--- config.mk ---
export PLATFORM = sky130hd
export DESIGN_NAME = jpp_port
export DESIGN_NICKNAME = d
export VERILOG_FILES = /design/src/rtl/jpp_pkg.sv /design/src/rtl/jpp_fifo.sv /design/src/rtl/jpp_port.sv
export SDC_FILE = /design/constraint.sdc
export NUM_CORES = 1
export LEC_CHECK = 0
export BUFFER_PORTS_ARGS = -buffer_cell sky130_fd_sc_hd__buf_2
export CAP_MARGIN = 20
export CORE_UTILIZATION = 60
export DETAILED_ROUTE_END_ITERATION = 6
export GPL_TIMING_DRIVEN = 0
export HOLD_SLACK_MARGIN = 0.1
export MAX_ROUTING_LAYER = met4
export PLACE_DENSITY = 0.8
export SLEW_MARGIN = 20
export SYNTH_ARGS = -nofsm -noshare
export SYNTH_HDL_FRONTEND = slang
export SYNTH_HIERARCHICAL = 1
export SYNTH_SLANG_ARGS = --single-unit
export TNS_END_PERCENT = 30
--- constraint.sdc ---
create_clock -name sys_clk -period 3.7 [get_ports sys_clk]
set_input_delay 0.37 -clock sys_clk [delete_from_list [all_inputs] [get_ports sys_clk]]
set_output_delay 0.37 -clock sys_clk [all_outputs]
set_load 0.05 [all_outputs]
--- src/rtl/jpp_pkg.sv ---
// Constants and types for the scan-port programming block
// Behaviour
// - Port usable only with enable fuse set; disable bit clears after two clocks of reset.
// - Every scan register shifts least significant bit first, in and out.
// - Four-bit instruction register; opcodes 0x6 and 0x7 share one data register, part of the command register.
// - Run-Test/Idle makes internal programming clocks and serves as an idle state.
// - Opcode 0xC selects the one-bit reset chain; the tap controller is not reset.
// - A one in the reset chain holds the device in reset at once.
// - After the chain clears, reset lasts the fuse-selected time-out.
// - Opcode 0x4 selects the 16-bit key register, compared on Update-DR.
// - Programming is enabled only while the key equals 0b1010_0011_0111_0000.
// - Key register clears on reset; the programmer clears it on leaving programming.
// - Opcode 0x5 selects the 15-bit command register; capture loads the previous result.
// - Update-DR applies the command; each Run-Test/Idle cycle makes one execute clock.
// - Opcode 0x6 selects the byte register, the command register's low eight bits.
// - Page-load update copies the byte to a holding register, written into the page buffer.
// - Page-load alternates low, high from low; counter pre-increments before later low bytes.
// - Opcode 0x7 captures flash bytes, low then high, starting low after entry.
// - Page-read post-increments the counter after every high byte, the first included.
`default_nettype none
package jpp_pkg;
  localparam int IR_W = 4;
  localparam int KEY_W = 16;
  localparam int CMD_W = 15;
  localparam int BYTE_W = 8;
  localparam logic [3:0] OP_ENABLE_KEY = 4'h4;
  localparam logic [3:0] OP_COMMAND = 4'h5;
  localparam logic [3:0] OP_PAGE_LOAD = 4'h6;
  localparam logic [3:0] OP_PAGE_READ = 4'h7;
  localparam logic [3:0] OP_RESET_CHAIN = 4'hC;
  localparam logic [3:0] OP_BYPASS = 4'hF;
  localparam logic [3:0] IR_RESET_VAL = 4'hF;
  localparam logic [3:0] IR_CAPTURE_VAL = 4'h1;
  localparam logic [15:0] ENABLE_KEY = 16'hA370;
  localparam logic [15:0] KEY_RESET_VAL = 16'h0000;
  localparam logic [14:0] CMD_RESET_VAL = 15'h0000;
  localparam logic [1:0] DISABLE_CLEAR_CYC = 2'h2;
  localparam int CLK_NS = 8;
  localparam int RST_TO_FAST_NS = 8000;
  localparam int RST_TO_FAST_CYC = RST_TO_FAST_NS / CLK_NS;
  localparam int RST_TO_SLOW_NS = 65000000;
  localparam int RST_TO_W = 24;
  // Tap states, one-hot
  typedef enum logic [15:0] {
    ST_RESET   = 16'h0001, ST_IDLE    = 16'h0002, ST_DR_SEL  = 16'h0004, ST_DR_CAP  = 16'h0008,
    ST_DR_SH   = 16'h0010, ST_DR_EX1  = 16'h0020, ST_DR_PAUSE = 16'h0040, ST_DR_EX2 = 16'h0080,
    ST_DR_UPD  = 16'h0100, ST_IR_SEL  = 16'h0200, ST_IR_CAP  = 16'h0400, ST_IR_SH   = 16'h0800,
    ST_IR_EX1  = 16'h1000, ST_IR_PAUSE = 16'h2000, ST_IR_EX2 = 16'h4000, ST_IR_UPD  = 16'h8000
  } jpp_tap_t;
endpackage
`default_nettype wire

--- src/rtl/jpp_fifo.sv ---
// Valid/ready FIFO between byte loading and the page buffer
`default_nettype none
module jpp_fifo #(
  parameter int W = 10,
  parameter int DEPTH = 8
) (
  input wire logic sys_clk,
  input wire logic rst,
  input wire logic in_valid,
  output logic in_ready,
  input wire logic [W-1:0] in_data,
  output logic out_valid,
  input wire logic out_ready,
  output logic [W-1:0] out_data
);
  localparam int AW = $clog2(DEPTH);
  if (DEPTH < 2 || (1 << AW) != DEPTH) $error("jpp_fifo depth must be a power of two");
  logic [W-1:0] mem [DEPTH];
  logic [AW:0] wr_ptr;
  logic [AW:0] rd_ptr;
  logic push;
  logic pop;

  // Full when pointers differ only in the wrap bit
  assign in_ready = (wr_ptr ^ rd_ptr) != {1'b1, {AW{1'b0}}};
  assign out_valid = wr_ptr != rd_ptr;
  assign push = in_valid && in_ready;
  assign pop = out_valid && out_ready;
  assign out_data = mem[rd_ptr[AW-1:0]];

  // Storage, no reset needed on data
  always_ff @(posedge sys_clk)
  begin
    if (push)
    begin
      mem[wr_ptr[AW-1:0]] <= in_data;
    end
  end

  // Pointers
  always_ff @(posedge sys_clk)
  begin
    if (rst)
    begin
      wr_ptr <= '0;
      rd_ptr <= '0;
    end
    else
    begin
      if (push)
        wr_ptr <= wr_ptr + 1'b1;
      if (pop)
        rd_ptr <= rd_ptr + 1'b1;
    end
  end
endmodule
`default_nettype wire

--- src/rtl/jpp_port.sv ---
// Scan-port programming logic: tap controller, key, command and page byte registers
`default_nettype none
module jpp_port #(
  parameter int FIFO_DEPTH = 8,
  parameter int RST_TO_SLOW_CYC = jpp_pkg::RST_TO_SLOW_NS / jpp_pkg::CLK_NS
) (
  input wire logic sys_clk,
  input wire logic rst,
  input wire logic tck,
  input wire logic tms,
  input wire logic tdi,
  output logic tdo,
  output logic tdo_oe,
  input wire logic ext_reset_n,
  input wire logic scan_port_enable_fuse,
  input wire logic [1:0] clock_option_fuses,
  input wire logic disable_set_req,
  input wire logic disable_clr_req,
  output logic scan_port_disable_bit,
  output logic device_reset,
  output logic prog_mode,
  output logic [14:0] flash_cmd,
  output logic flash_exec,
  input wire logic [14:0] flash_result,
  input wire logic [15:0] flash_word,
  output logic pc_post_inc,
  output logic page_wr_valid,
  input wire logic page_wr_ready,
  output logic [7:0] page_wr_data,
  output logic page_wr_high,
  output logic page_wr_pre_inc
);
  if (RST_TO_SLOW_CYC < 1 || RST_TO_SLOW_CYC >= (1 << jpp_pkg::RST_TO_W)) $error("bad time-out");
  localparam logic [23:0] TO_FAST = 24'(jpp_pkg::RST_TO_FAST_CYC);
  localparam logic [23:0] TO_SLOW = 24'(RST_TO_SLOW_CYC);
  logic [1:0] tck_sync, tms_sync, tdi_sync, rstn_sync;
  logic tck_d, tck_rise, tck_fall, port_en;
  logic [1:0] low_cnt;
  jpp_pkg::jpp_tap_t state, next_state;
  logic [3:0] ir, ir_shift;
  logic bypass_bit, reset_chain;
  logic [15:0] key_shift;
  logic [14:0] cmd_shift;
  logic load_high, load_first, read_high;
  logic [7:0] hold_byte;
  logic hold_pending, hold_high, hold_pre_inc, fifo_in_ready;
  logic [23:0] to_cnt;
  logic in_reset, dr_upd, dr_cap, dr_sh;
  // Pin synchronisers; only the second stage is read
  always_ff @(posedge sys_clk)
  begin
    if (rst)
    begin
      tck_sync <= 2'h0;
      tms_sync <= 2'h3;
      tdi_sync <= 2'h0;
      rstn_sync <= 2'h3;
      tck_d <= 1'b0;
    end
    else
    begin
      tck_sync <= {tck_sync[0], tck};
      tms_sync <= {tms_sync[0], tms};
      tdi_sync <= {tdi_sync[0], tdi};
      rstn_sync <= {rstn_sync[0], ext_reset_n};
      tck_d <= tck_sync[1];
    end
  end
  assign tck_rise = tck_sync[1] && !tck_d;
  assign tck_fall = !tck_sync[1] && tck_d;
  // Disable bit: software sets and clears it; pin reset held two clocks clears it and keeps it clear
  always_ff @(posedge sys_clk)
  begin
    if (rst)
    begin
      scan_port_disable_bit <= 1'b0;
      low_cnt <= 2'h0;
    end
    else
    begin
      low_cnt <= rstn_sync[1] ? 2'h0 : (low_cnt == jpp_pkg::DISABLE_CLEAR_CYC ? low_cnt : low_cnt + 2'h1);
      if (!rstn_sync[1] && low_cnt >= jpp_pkg::DISABLE_CLEAR_CYC - 2'h1)
        scan_port_disable_bit <= 1'b0;
      else if (disable_set_req)
        scan_port_disable_bit <= 1'b1;
      else if (disable_clr_req)
        scan_port_disable_bit <= 1'b0;
    end
  end
  assign port_en = scan_port_enable_fuse && !scan_port_disable_bit;
  // Standard tap transitions on mode select
  always_comb
  begin
    unique case (state)
      jpp_pkg::ST_RESET: next_state = tms_sync[1] ? jpp_pkg::ST_RESET : jpp_pkg::ST_IDLE;
      jpp_pkg::ST_IDLE: next_state = tms_sync[1] ? jpp_pkg::ST_DR_SEL : jpp_pkg::ST_IDLE;
      jpp_pkg::ST_DR_SEL: next_state = tms_sync[1] ? jpp_pkg::ST_IR_SEL : jpp_pkg::ST_DR_CAP;
      jpp_pkg::ST_DR_CAP: next_state = tms_sync[1] ? jpp_pkg::ST_DR_EX1 : jpp_pkg::ST_DR_SH;
      jpp_pkg::ST_DR_SH: next_state = tms_sync[1] ? jpp_pkg::ST_DR_EX1 : jpp_pkg::ST_DR_SH;
      jpp_pkg::ST_DR_EX1: next_state = tms_sync[1] ? jpp_pkg::ST_DR_UPD : jpp_pkg::ST_DR_PAUSE;
      jpp_pkg::ST_DR_PAUSE: next_state = tms_sync[1] ? jpp_pkg::ST_DR_EX2 : jpp_pkg::ST_DR_PAUSE;
      jpp_pkg::ST_DR_EX2: next_state = tms_sync[1] ? jpp_pkg::ST_DR_UPD : jpp_pkg::ST_DR_SH;
      jpp_pkg::ST_DR_UPD: next_state = tms_sync[1] ? jpp_pkg::ST_DR_SEL : jpp_pkg::ST_IDLE;
      jpp_pkg::ST_IR_SEL: next_state = tms_sync[1] ? jpp_pkg::ST_RESET : jpp_pkg::ST_IR_CAP;
      jpp_pkg::ST_IR_CAP: next_state = tms_sync[1] ? jpp_pkg::ST_IR_EX1 : jpp_pkg::ST_IR_SH;
      jpp_pkg::ST_IR_SH: next_state = tms_sync[1] ? jpp_pkg::ST_IR_EX1 : jpp_pkg::ST_IR_SH;
      jpp_pkg::ST_IR_EX1: next_state = tms_sync[1] ? jpp_pkg::ST_IR_UPD : jpp_pkg::ST_IR_PAUSE;
      jpp_pkg::ST_IR_PAUSE: next_state = tms_sync[1] ? jpp_pkg::ST_IR_EX2 : jpp_pkg::ST_IR_PAUSE;
      jpp_pkg::ST_IR_EX2: next_state = tms_sync[1] ? jpp_pkg::ST_IR_UPD : jpp_pkg::ST_IR_SH;
      jpp_pkg::ST_IR_UPD: next_state = tms_sync[1] ? jpp_pkg::ST_DR_SEL : jpp_pkg::ST_IDLE;
      default: next_state = jpp_pkg::ST_RESET;
    endcase
  end
  // A disabled port holds the controller in its reset state
  always_ff @(posedge sys_clk)
  begin
    if (rst || !port_en)
      state <= jpp_pkg::ST_RESET;
    else if (tck_rise)
      state <= next_state;
  end

  assign dr_upd = tck_rise && state == jpp_pkg::ST_DR_UPD;
  assign dr_cap = tck_rise && state == jpp_pkg::ST_DR_CAP;
  assign dr_sh = tck_rise && state == jpp_pkg::ST_DR_SH;

  // Instruction register, shifted low bit first
  always_ff @(posedge sys_clk)
  begin
    if (rst || state == jpp_pkg::ST_RESET)
    begin
      ir <= jpp_pkg::IR_RESET_VAL;
      ir_shift <= jpp_pkg::IR_RESET_VAL;
    end
    else if (tck_rise)
    begin
      if (state == jpp_pkg::ST_IR_CAP)
        ir_shift <= jpp_pkg::IR_CAPTURE_VAL;
      else if (state == jpp_pkg::ST_IR_SH)
        ir_shift <= {tdi_sync[1], ir_shift[3:1]};
      else if (state == jpp_pkg::ST_IR_UPD)
        ir <= ir_shift;
    end
  end

  // Reset chain and bypass; the chain bit is the reset itself, not a latched copy
  always_ff @(posedge sys_clk)
  begin
    if (rst)
    begin
      reset_chain <= 1'b0;
      bypass_bit <= 1'b0;
    end
    else if (dr_sh && ir == jpp_pkg::OP_RESET_CHAIN)
      reset_chain <= tdi_sync[1];
    else if (dr_cap)
      bypass_bit <= 1'b0;
    else if (dr_sh)
      bypass_bit <= tdi_sync[1];
  end

  // Device reset: chain or pin, then a fuse-selected time-out
  assign in_reset = reset_chain || !rstn_sync[1];
  always_ff @(posedge sys_clk)
  begin
    if (rst || in_reset)
    begin
      unique case (clock_option_fuses)
        2'h0: to_cnt <= 24'h000001;
        2'h1: to_cnt <= TO_FAST;
        default: to_cnt <= TO_SLOW;
      endcase
    end
    else if (to_cnt != 24'h000000)
      to_cnt <= to_cnt - 24'h000001;
  end
  assign device_reset = in_reset || to_cnt != 24'h000000;

  // Key register and programming mode, which only a matching update grants
  always_ff @(posedge sys_clk)
  begin
    if (rst)
    begin
      key_shift <= jpp_pkg::KEY_RESET_VAL;
      prog_mode <= 1'b0;
    end
    else if (ir == jpp_pkg::OP_ENABLE_KEY)
    begin
      if (dr_sh)
        key_shift <= {tdi_sync[1], key_shift[15:1]};
      else if (dr_upd)
        prog_mode <= key_shift == jpp_pkg::ENABLE_KEY;
    end
  end

  // Command register; its low byte doubles as the page byte register
  always_ff @(posedge sys_clk)
  begin
    if (rst)
    begin
      cmd_shift <= jpp_pkg::CMD_RESET_VAL;
      read_high <= 1'b0;
      pc_post_inc <= 1'b0;
    end
    else
    begin
      pc_post_inc <= 1'b0;
      if (tck_rise && state == jpp_pkg::ST_IR_UPD)
        read_high <= 1'b0;
      if (ir == jpp_pkg::OP_COMMAND)
      begin
        if (dr_cap)
          cmd_shift <= flash_result;
        else if (dr_sh)
          cmd_shift <= {tdi_sync[1], cmd_shift[14:1]};
      end
      else if (ir == jpp_pkg::OP_PAGE_LOAD || ir == jpp_pkg::OP_PAGE_READ)
      begin
        if (dr_cap && ir == jpp_pkg::OP_PAGE_READ && prog_mode)
        begin
          cmd_shift[7:0] <= read_high ? flash_word[15:8] : flash_word[7:0];
          read_high <= !read_high;
          pc_post_inc <= read_high;
        end
        else if (dr_sh)
          cmd_shift[7:0] <= {tdi_sync[1], cmd_shift[7:1]};
      end
    end
  end

  // Apply command on update, one execute clock per idle cycle
  always_ff @(posedge sys_clk)
  begin
    if (rst)
    begin
      flash_cmd <= jpp_pkg::CMD_RESET_VAL;
      flash_exec <= 1'b0;
    end
    else
    begin
      flash_exec <= tck_rise && state == jpp_pkg::ST_IDLE && ir == jpp_pkg::OP_COMMAND && prog_mode;
      if (dr_upd && ir == jpp_pkg::OP_COMMAND && prog_mode)
        flash_cmd <= cmd_shift;
    end
  end

  // Page-load holding register; a full FIFO holds the byte until room appears
  always_ff @(posedge sys_clk)
  begin
    if (rst)
    begin
      hold_byte <= 8'h00;
      hold_pending <= 1'b0;
      hold_high <= 1'b0;
      hold_pre_inc <= 1'b0;
      load_high <= 1'b0;
      load_first <= 1'b1;
    end
    else
    begin
      if (hold_pending && fifo_in_ready)
        hold_pending <= 1'b0;
      if (tck_rise && state == jpp_pkg::ST_IR_UPD)
      begin
        load_high <= 1'b0;
        load_first <= 1'b1;
      end
      else if (dr_upd && ir == jpp_pkg::OP_PAGE_LOAD && prog_mode)
      begin
        hold_byte <= cmd_shift[7:0];
        hold_pending <= 1'b1;
        hold_high <= load_high;
        hold_pre_inc <= !load_high && !load_first;
        load_high <= !load_high;
        load_first <= 1'b0;
      end
    end
  end

  jpp_fifo #(.W(10), .DEPTH(FIFO_DEPTH)) u_fifo (
    .sys_clk(sys_clk),
    .rst(rst),
    .in_valid(hold_pending),
    .in_ready(fifo_in_ready),
    .in_data({hold_pre_inc, hold_high, hold_byte}),
    .out_valid(page_wr_valid),
    .out_ready(page_wr_ready),
    .out_data({page_wr_pre_inc, page_wr_high, page_wr_data})
  );

  // Data out changes on the falling test clock, low bit first
  always_ff @(posedge sys_clk)
  begin
    if (rst)
    begin
      tdo <= 1'b0;
      tdo_oe <= 1'b0;
    end
    else if (!port_en)
      tdo_oe <= 1'b0;
    else if (tck_fall)
    begin
      tdo_oe <= state == jpp_pkg::ST_IR_SH || state == jpp_pkg::ST_DR_SH;
      if (state == jpp_pkg::ST_IR_SH)
        tdo <= ir_shift[0];
      else
        unique case (ir)
          jpp_pkg::OP_RESET_CHAIN: tdo <= reset_chain;
          jpp_pkg::OP_ENABLE_KEY: tdo <= key_shift[0];
          jpp_pkg::OP_COMMAND, jpp_pkg::OP_PAGE_LOAD, jpp_pkg::OP_PAGE_READ: tdo <= cmd_shift[0];
          default: tdo <= bypass_bit;
        endcase
    end
  end
endmodule
`default_nettype wire

Word level (Yosys, flattened, before mapping) --
Memory sizes are Yosys's and may differ from the RTL's. A register that Yosys moved wholly into a read port is not among the register bits. Cells that the tools add are included. Widths: inputs -> output; s select.
Storage, ports and cells: memories 1, memory bits (writable) 80, register bits 135
Cells by class: $lt $le $gt $ge 1, bitwise gates (word level) 9, equality and inequality tests 27, mux-type cells 42, reduce and logical (&&, ||, !) cells 62, $add $sub $neg 4
Memory list:
- u_fifo.mem | words 8, bits a word 10, read ports 1, clocked after Yosys merged registers in 1, write ports 1, RTL line jpp_fifo.sv:18 | logic [W-1:0] mem [DEPTH];
Operators with widths (count):
- $pmux 16 s12 | 1
- $mux 24 | 2
- $mux 8 | 6
- $pmux 23 s2 | 1
- $mux 15 | 3
- $eq 16x16->1 const B | 2
- $mux 16 | 2
- $reduce_bool 24->1 | 1
- $sub 24x1->24 const B | 1
- $logic_and 1x1->1 | 21
- $mux 9 | 2
- $eq 16x1->1 const B | 1
- $eq 16x10->1 const B | 1
- $eq 16x11->1 const B | 1
- $eq 16x12->1 const B | 1
- $eq 16x13->1 const B | 1
- $eq 16x14->1 const B | 1
- $eq 16x15->1 const B | 1
- $eq 16x2->1 const B | 1
- $eq 16x3->1 const B | 1
- $eq 16x4->1 const B | 1
- $eq 16x5->1 const B | 1
- $eq 16x6->1 const B | 1
- $eq 16x7->1 const B | 1
- 34 further kinds | 90

Depth between registers and ports, before layout --
depth in word-level cells 8, mapped depth 8, depth with buffers taken out 7

Hierarchy --
The synthesis kept the hierarchy.
Modules (own cells, without submodules):
- jpp_port | area an instance 6135.9 um^2, cells each 645, instances 1
- jpp_fifo | area an instance 3764.9 um^2, cells each 200, instances 1

Worst setup path before layout --
Ideal clock, no wire load.
path type reg2reg, start point reg to_cnt[17], end point reg to_cnt[0], enable pin, data required time 3390 ps, setup time 310 ps, arrival time 2682 ps, cell stages (with the launch flop) 5, path slack 708 ps, cells stage by stage edfxtp_1 -> or4_1 -> or4_1 -> or4_1 -> or2_2
Between the ends: cells in the longest elaborated chain, start to end 2
RTL lines:
- start, declared | RTL line jpp_port.sv:47 | logic [23:0] to_cnt;
- start signal, assigned | RTL line jpp_port.sv:175 | to_cnt <= to_cnt - 24'h000001;
- $reduce_bool 24->1 | RTL line jpp_port.sv:174 | else if (to_cnt != 24'h000000)
- $reduce_bool 2->1 (no source line)
No other way between the ends. A chain may end at the register's enable or synchronous reset.

Final worst setup path --
start point reg to_cnt[17], end point out device_reset
Between the ends: cells in the longest elaborated chain, start to end 2
RTL lines:
- $reduce_bool 24->1 | RTL line jpp_port.sv:177 | assign device_reset = in_reset || to_cnt != 24'h000000;
- $logic_or 1x1->1 | RTL line jpp_port.sv:177
- end, declared | RTL line jpp_port.sv:20 | output logic device_reset,
No other way between the ends.

==> qor.yml <==
maxSlewHeadroom: 0.359
drtIter0Drc: 591
post-route-cell-area_mm2: 0.0114
ys.flop_type: "dfxtp_1"
ys_warn_count: 6
grt_pass1_vias: 6987
ys_types: 68
rows: 46
ff2ff_setup_slack_ns: 0.80
combPwrFrac: 0.084
post-route-min-period_ns: 3.14
grt_pass1_wl_um: 35000
p_sw_mw: 1.25
grt_max_degree: 25
ys_ff_latch: 218
power_mw: 5.39
yosys.area.top_type: "edfxtp_1"
min_to: "cmd_shift[9]"
worst_pin_slew_ns: 0.958
nets: 1002
r2r_cells: 4
p_leak_nw: 4.15
fin_crit_sh: 0.847
drv_cap: 0
slew_viol_final: 0
reg2reg_to: "to_cnt[3]"
seq_area_mm2: 0.00541
power.density_mw_per_mm2: 472
h-tree-depth: 1
dr.pass1.iters: 5
cp.required_ns: 3.33
avgRoutedWirePerCell_um: 18.8
postCtsResizedCells: 0
seq_power_share: 0.483
clock_skew_ns: 0.0129
status: "finished clean"
clk_root_buffer_cell: "clkbuf_16"
antenna_found_initial: 0
ys_top_cells_by_area: "edfxtp_1, dfxtp_1, mux2i_1, mux4_2, nor2_1"
setup_viol: 0
async_reset_ff_frac: 0
synth_fp_nets: 894
io_buffers: 75
grt_overflow: 0
hold_viol_final: 0
grt_usage: 0.274
synth_edf_count: 104
final.setup.tns_ns: 0
dp.final_hpwl_um: 15200
cts_tree: "built"
multi_input_area_mm2: 0.00426
hp-class: "in -> reg"
crit_start: "to_cnt[17]"
critical_path_class: "reg -> out"
placed_cell_area_mm2: 0.0106
ir_drop_mv: 0.307
fp.dieH_um: 130
syn_area_per_cell_um2: 11.7
ant_nets: 0
insertion_delay_ns: 0.51
cts_buffers: 22
r2r_start: "to_cnt[17]"
gp_congestion: 0.933
dp_slack_ns: 0.840
hold_start: "flash_result[9]"
final_layout_size_suffix_gt1_frac: 0.215
synthesis.instances: 845
synth_top_area_share: 0.315
start_util: 0.619
path_clk_slew_ns: 0.07
swShare: 0.232
timing.final.ws_setup_ns: 0.564
cts_sinks: 218
ios: 76
fillers: 1149
netlist_area_mm2: 0.00990
coreArea_mm2: 0.0160
route.detailed.drc: 0
min_path_cells: 3
arrival_ns: 2.77
areaGrowthSynthToFinish_pct: 15.3
seq_area_frac_synth: 0.546
cts_buffer_depth: 3
clockPowerShare: 0.432
p_int_mw: 4.14
vias: 7180
die-width_um: 130
n_antenna_cell: 0
finalWirelength_um: 22200
endpoint_kind: "output pin"
fmax_mhz: 319
crit_path_start_kind: "register"
crit_fanout: 4
rsz0062_at_grt: "no"
holdWs_ns: 0.139
dieArea_mm2: 0.0170
viasPerCell: 6.06
-- what timing repair did --
item	4_1_cts	5_1_grt
endpoints found under the hold margin	4	0
hold buffers	4	0
buffers inserted	0	0
-- registers in the layout, summed over array words and instances (netlist names), 2 cells and up, named ones only --
name and flops:
rstn_sync 2, u_fifo/rd_ptr 4, cmd_shift 15, low_cnt 2, tms_sync 2, hold_byte 8
to_cnt 24, tck_sync 2, ir_shift 4, tdi_sync 2, flash_cmd 15, state 16
key_shift 16, u_fifo/mem 80, u_fifo/wr_ptr 4, ir 4
-- cells by family (layout without fill, tap and decap cells) --
kind of cell / Yosys count / count (layout) / share of synthesized area
simple gates: 308 / 308 / 0.184
flops: 218 / 218 / 0.546
compound gates: 118 / 118 / 0.0786
mux: 93 / 93 / 0.122
buf+inv: 64 / 187 / 0.0275
xor+xnor: 38 / 38 / 0.0344
fa+ha+maj: 6 / 6 / 0.00758
-- stage by stage --
stage	std cells	utilization
after floorplan	845	-
after global placement	1136	0.659
after detailed placement	1141	0.663
after CTS	1184	0.714
after global routing	1184	0.714
final	1184	0.714
-- layout by cell type (no fill, tap or decap), drive strengths merged, types with 20 or more instances in the layout --
cell type / Yosys / layout
mux4: 20 / 20
a21oi: 40 / 40
nor3: 25 / 25
dfxtp: 114 / 114
edfxtp: 104 / 104
clkbuf: 34 / 59
mux2: 23 / 23
nand2: 39 / 39
nor4: 23 / 23
nor2: 88 / 88
buf: 17 / 97
mux2i: 50 / 50
-- worst max-delay path by stage --
stage,to,depth (start not counted)
global route,device_reset,4
finish,device_reset,4
global placement,u_fifo/mem[5][3],4
CTS,device_reset,4
floorplan,to_cnt[0],4
detailed placement,to_cnt[3],4
-- power groups by stage --
stage	Combinational [mW]	Clock [mW]	Sequential (mW)
2_1_floorplan	0.337	0	2.65
3_3_place_gp	0.434	0	2.65
3_5_place_dp	0.445	0	2.66
4_1_cts	0.454	2.36	2.60
5_1_grt	0.487	2.43	2.61
6_report	0.453	2.33	2.61
-- per-layer routing --
layer	vias up	track usage	wire, µm
met5	-	-	0
met4	0	0.0926	736
met3	72	0.0411	1240
met2	253	0.463	11000
met1	3467	0.337	9240
li1	3388	-	-
-- cell type report --
| cell class | count | share of cell area |
|---|---|---|
| flip-flops and latches | 218 | 0.473 |
| multi-input cells | 563 | 0.373 |
| clock buffers | 25 | 0.0501 |
| repair buffers | 84 | 0.0390 |
| well taps | 216 | 0.0237 |
| plain buffers | 51 | 0.0196 |
| clock inverters | 14 | 0.0168 |
| inverters | 13 | 0.00427 |
-- Yosys cell counts, types with 4 or more instances --
library cell,number
a211oi_1,9
a21oi_1,40
a22o_1,6
a22oi_1,11
a311oi_1,6
and3_1,5
buf_2,14
clkbuf_1,34
dfxtp_1,114
edfxtp_1,104
ha_1,6
inv_1,13
mux2_2,21
mux2i_1,50
mux4_2,20
nand2_1,38
nand2b_1,10
nand3_1,17
nand3b_1,6
nand4_1,9
nand4b_1,4
nor2_1,88
nor2b_1,15
nor3_1,22
nor3b_1,8
nor4_1,15
nor4_4,6
nor4b_1,11
o21ai_0,19
or2_2,6
or3_1,13
or4_1,9
xnor2_1,19
xor2_1,18
-- worst max-delay path, cell delays in order, from the launching register on --
cell and delay, ns:
edfxtp_1 0.45, or4_1 0.60, or4_1 0.45, or4_1 0.52, buf_2 0.24
Power figures use the tool's default switching activity.
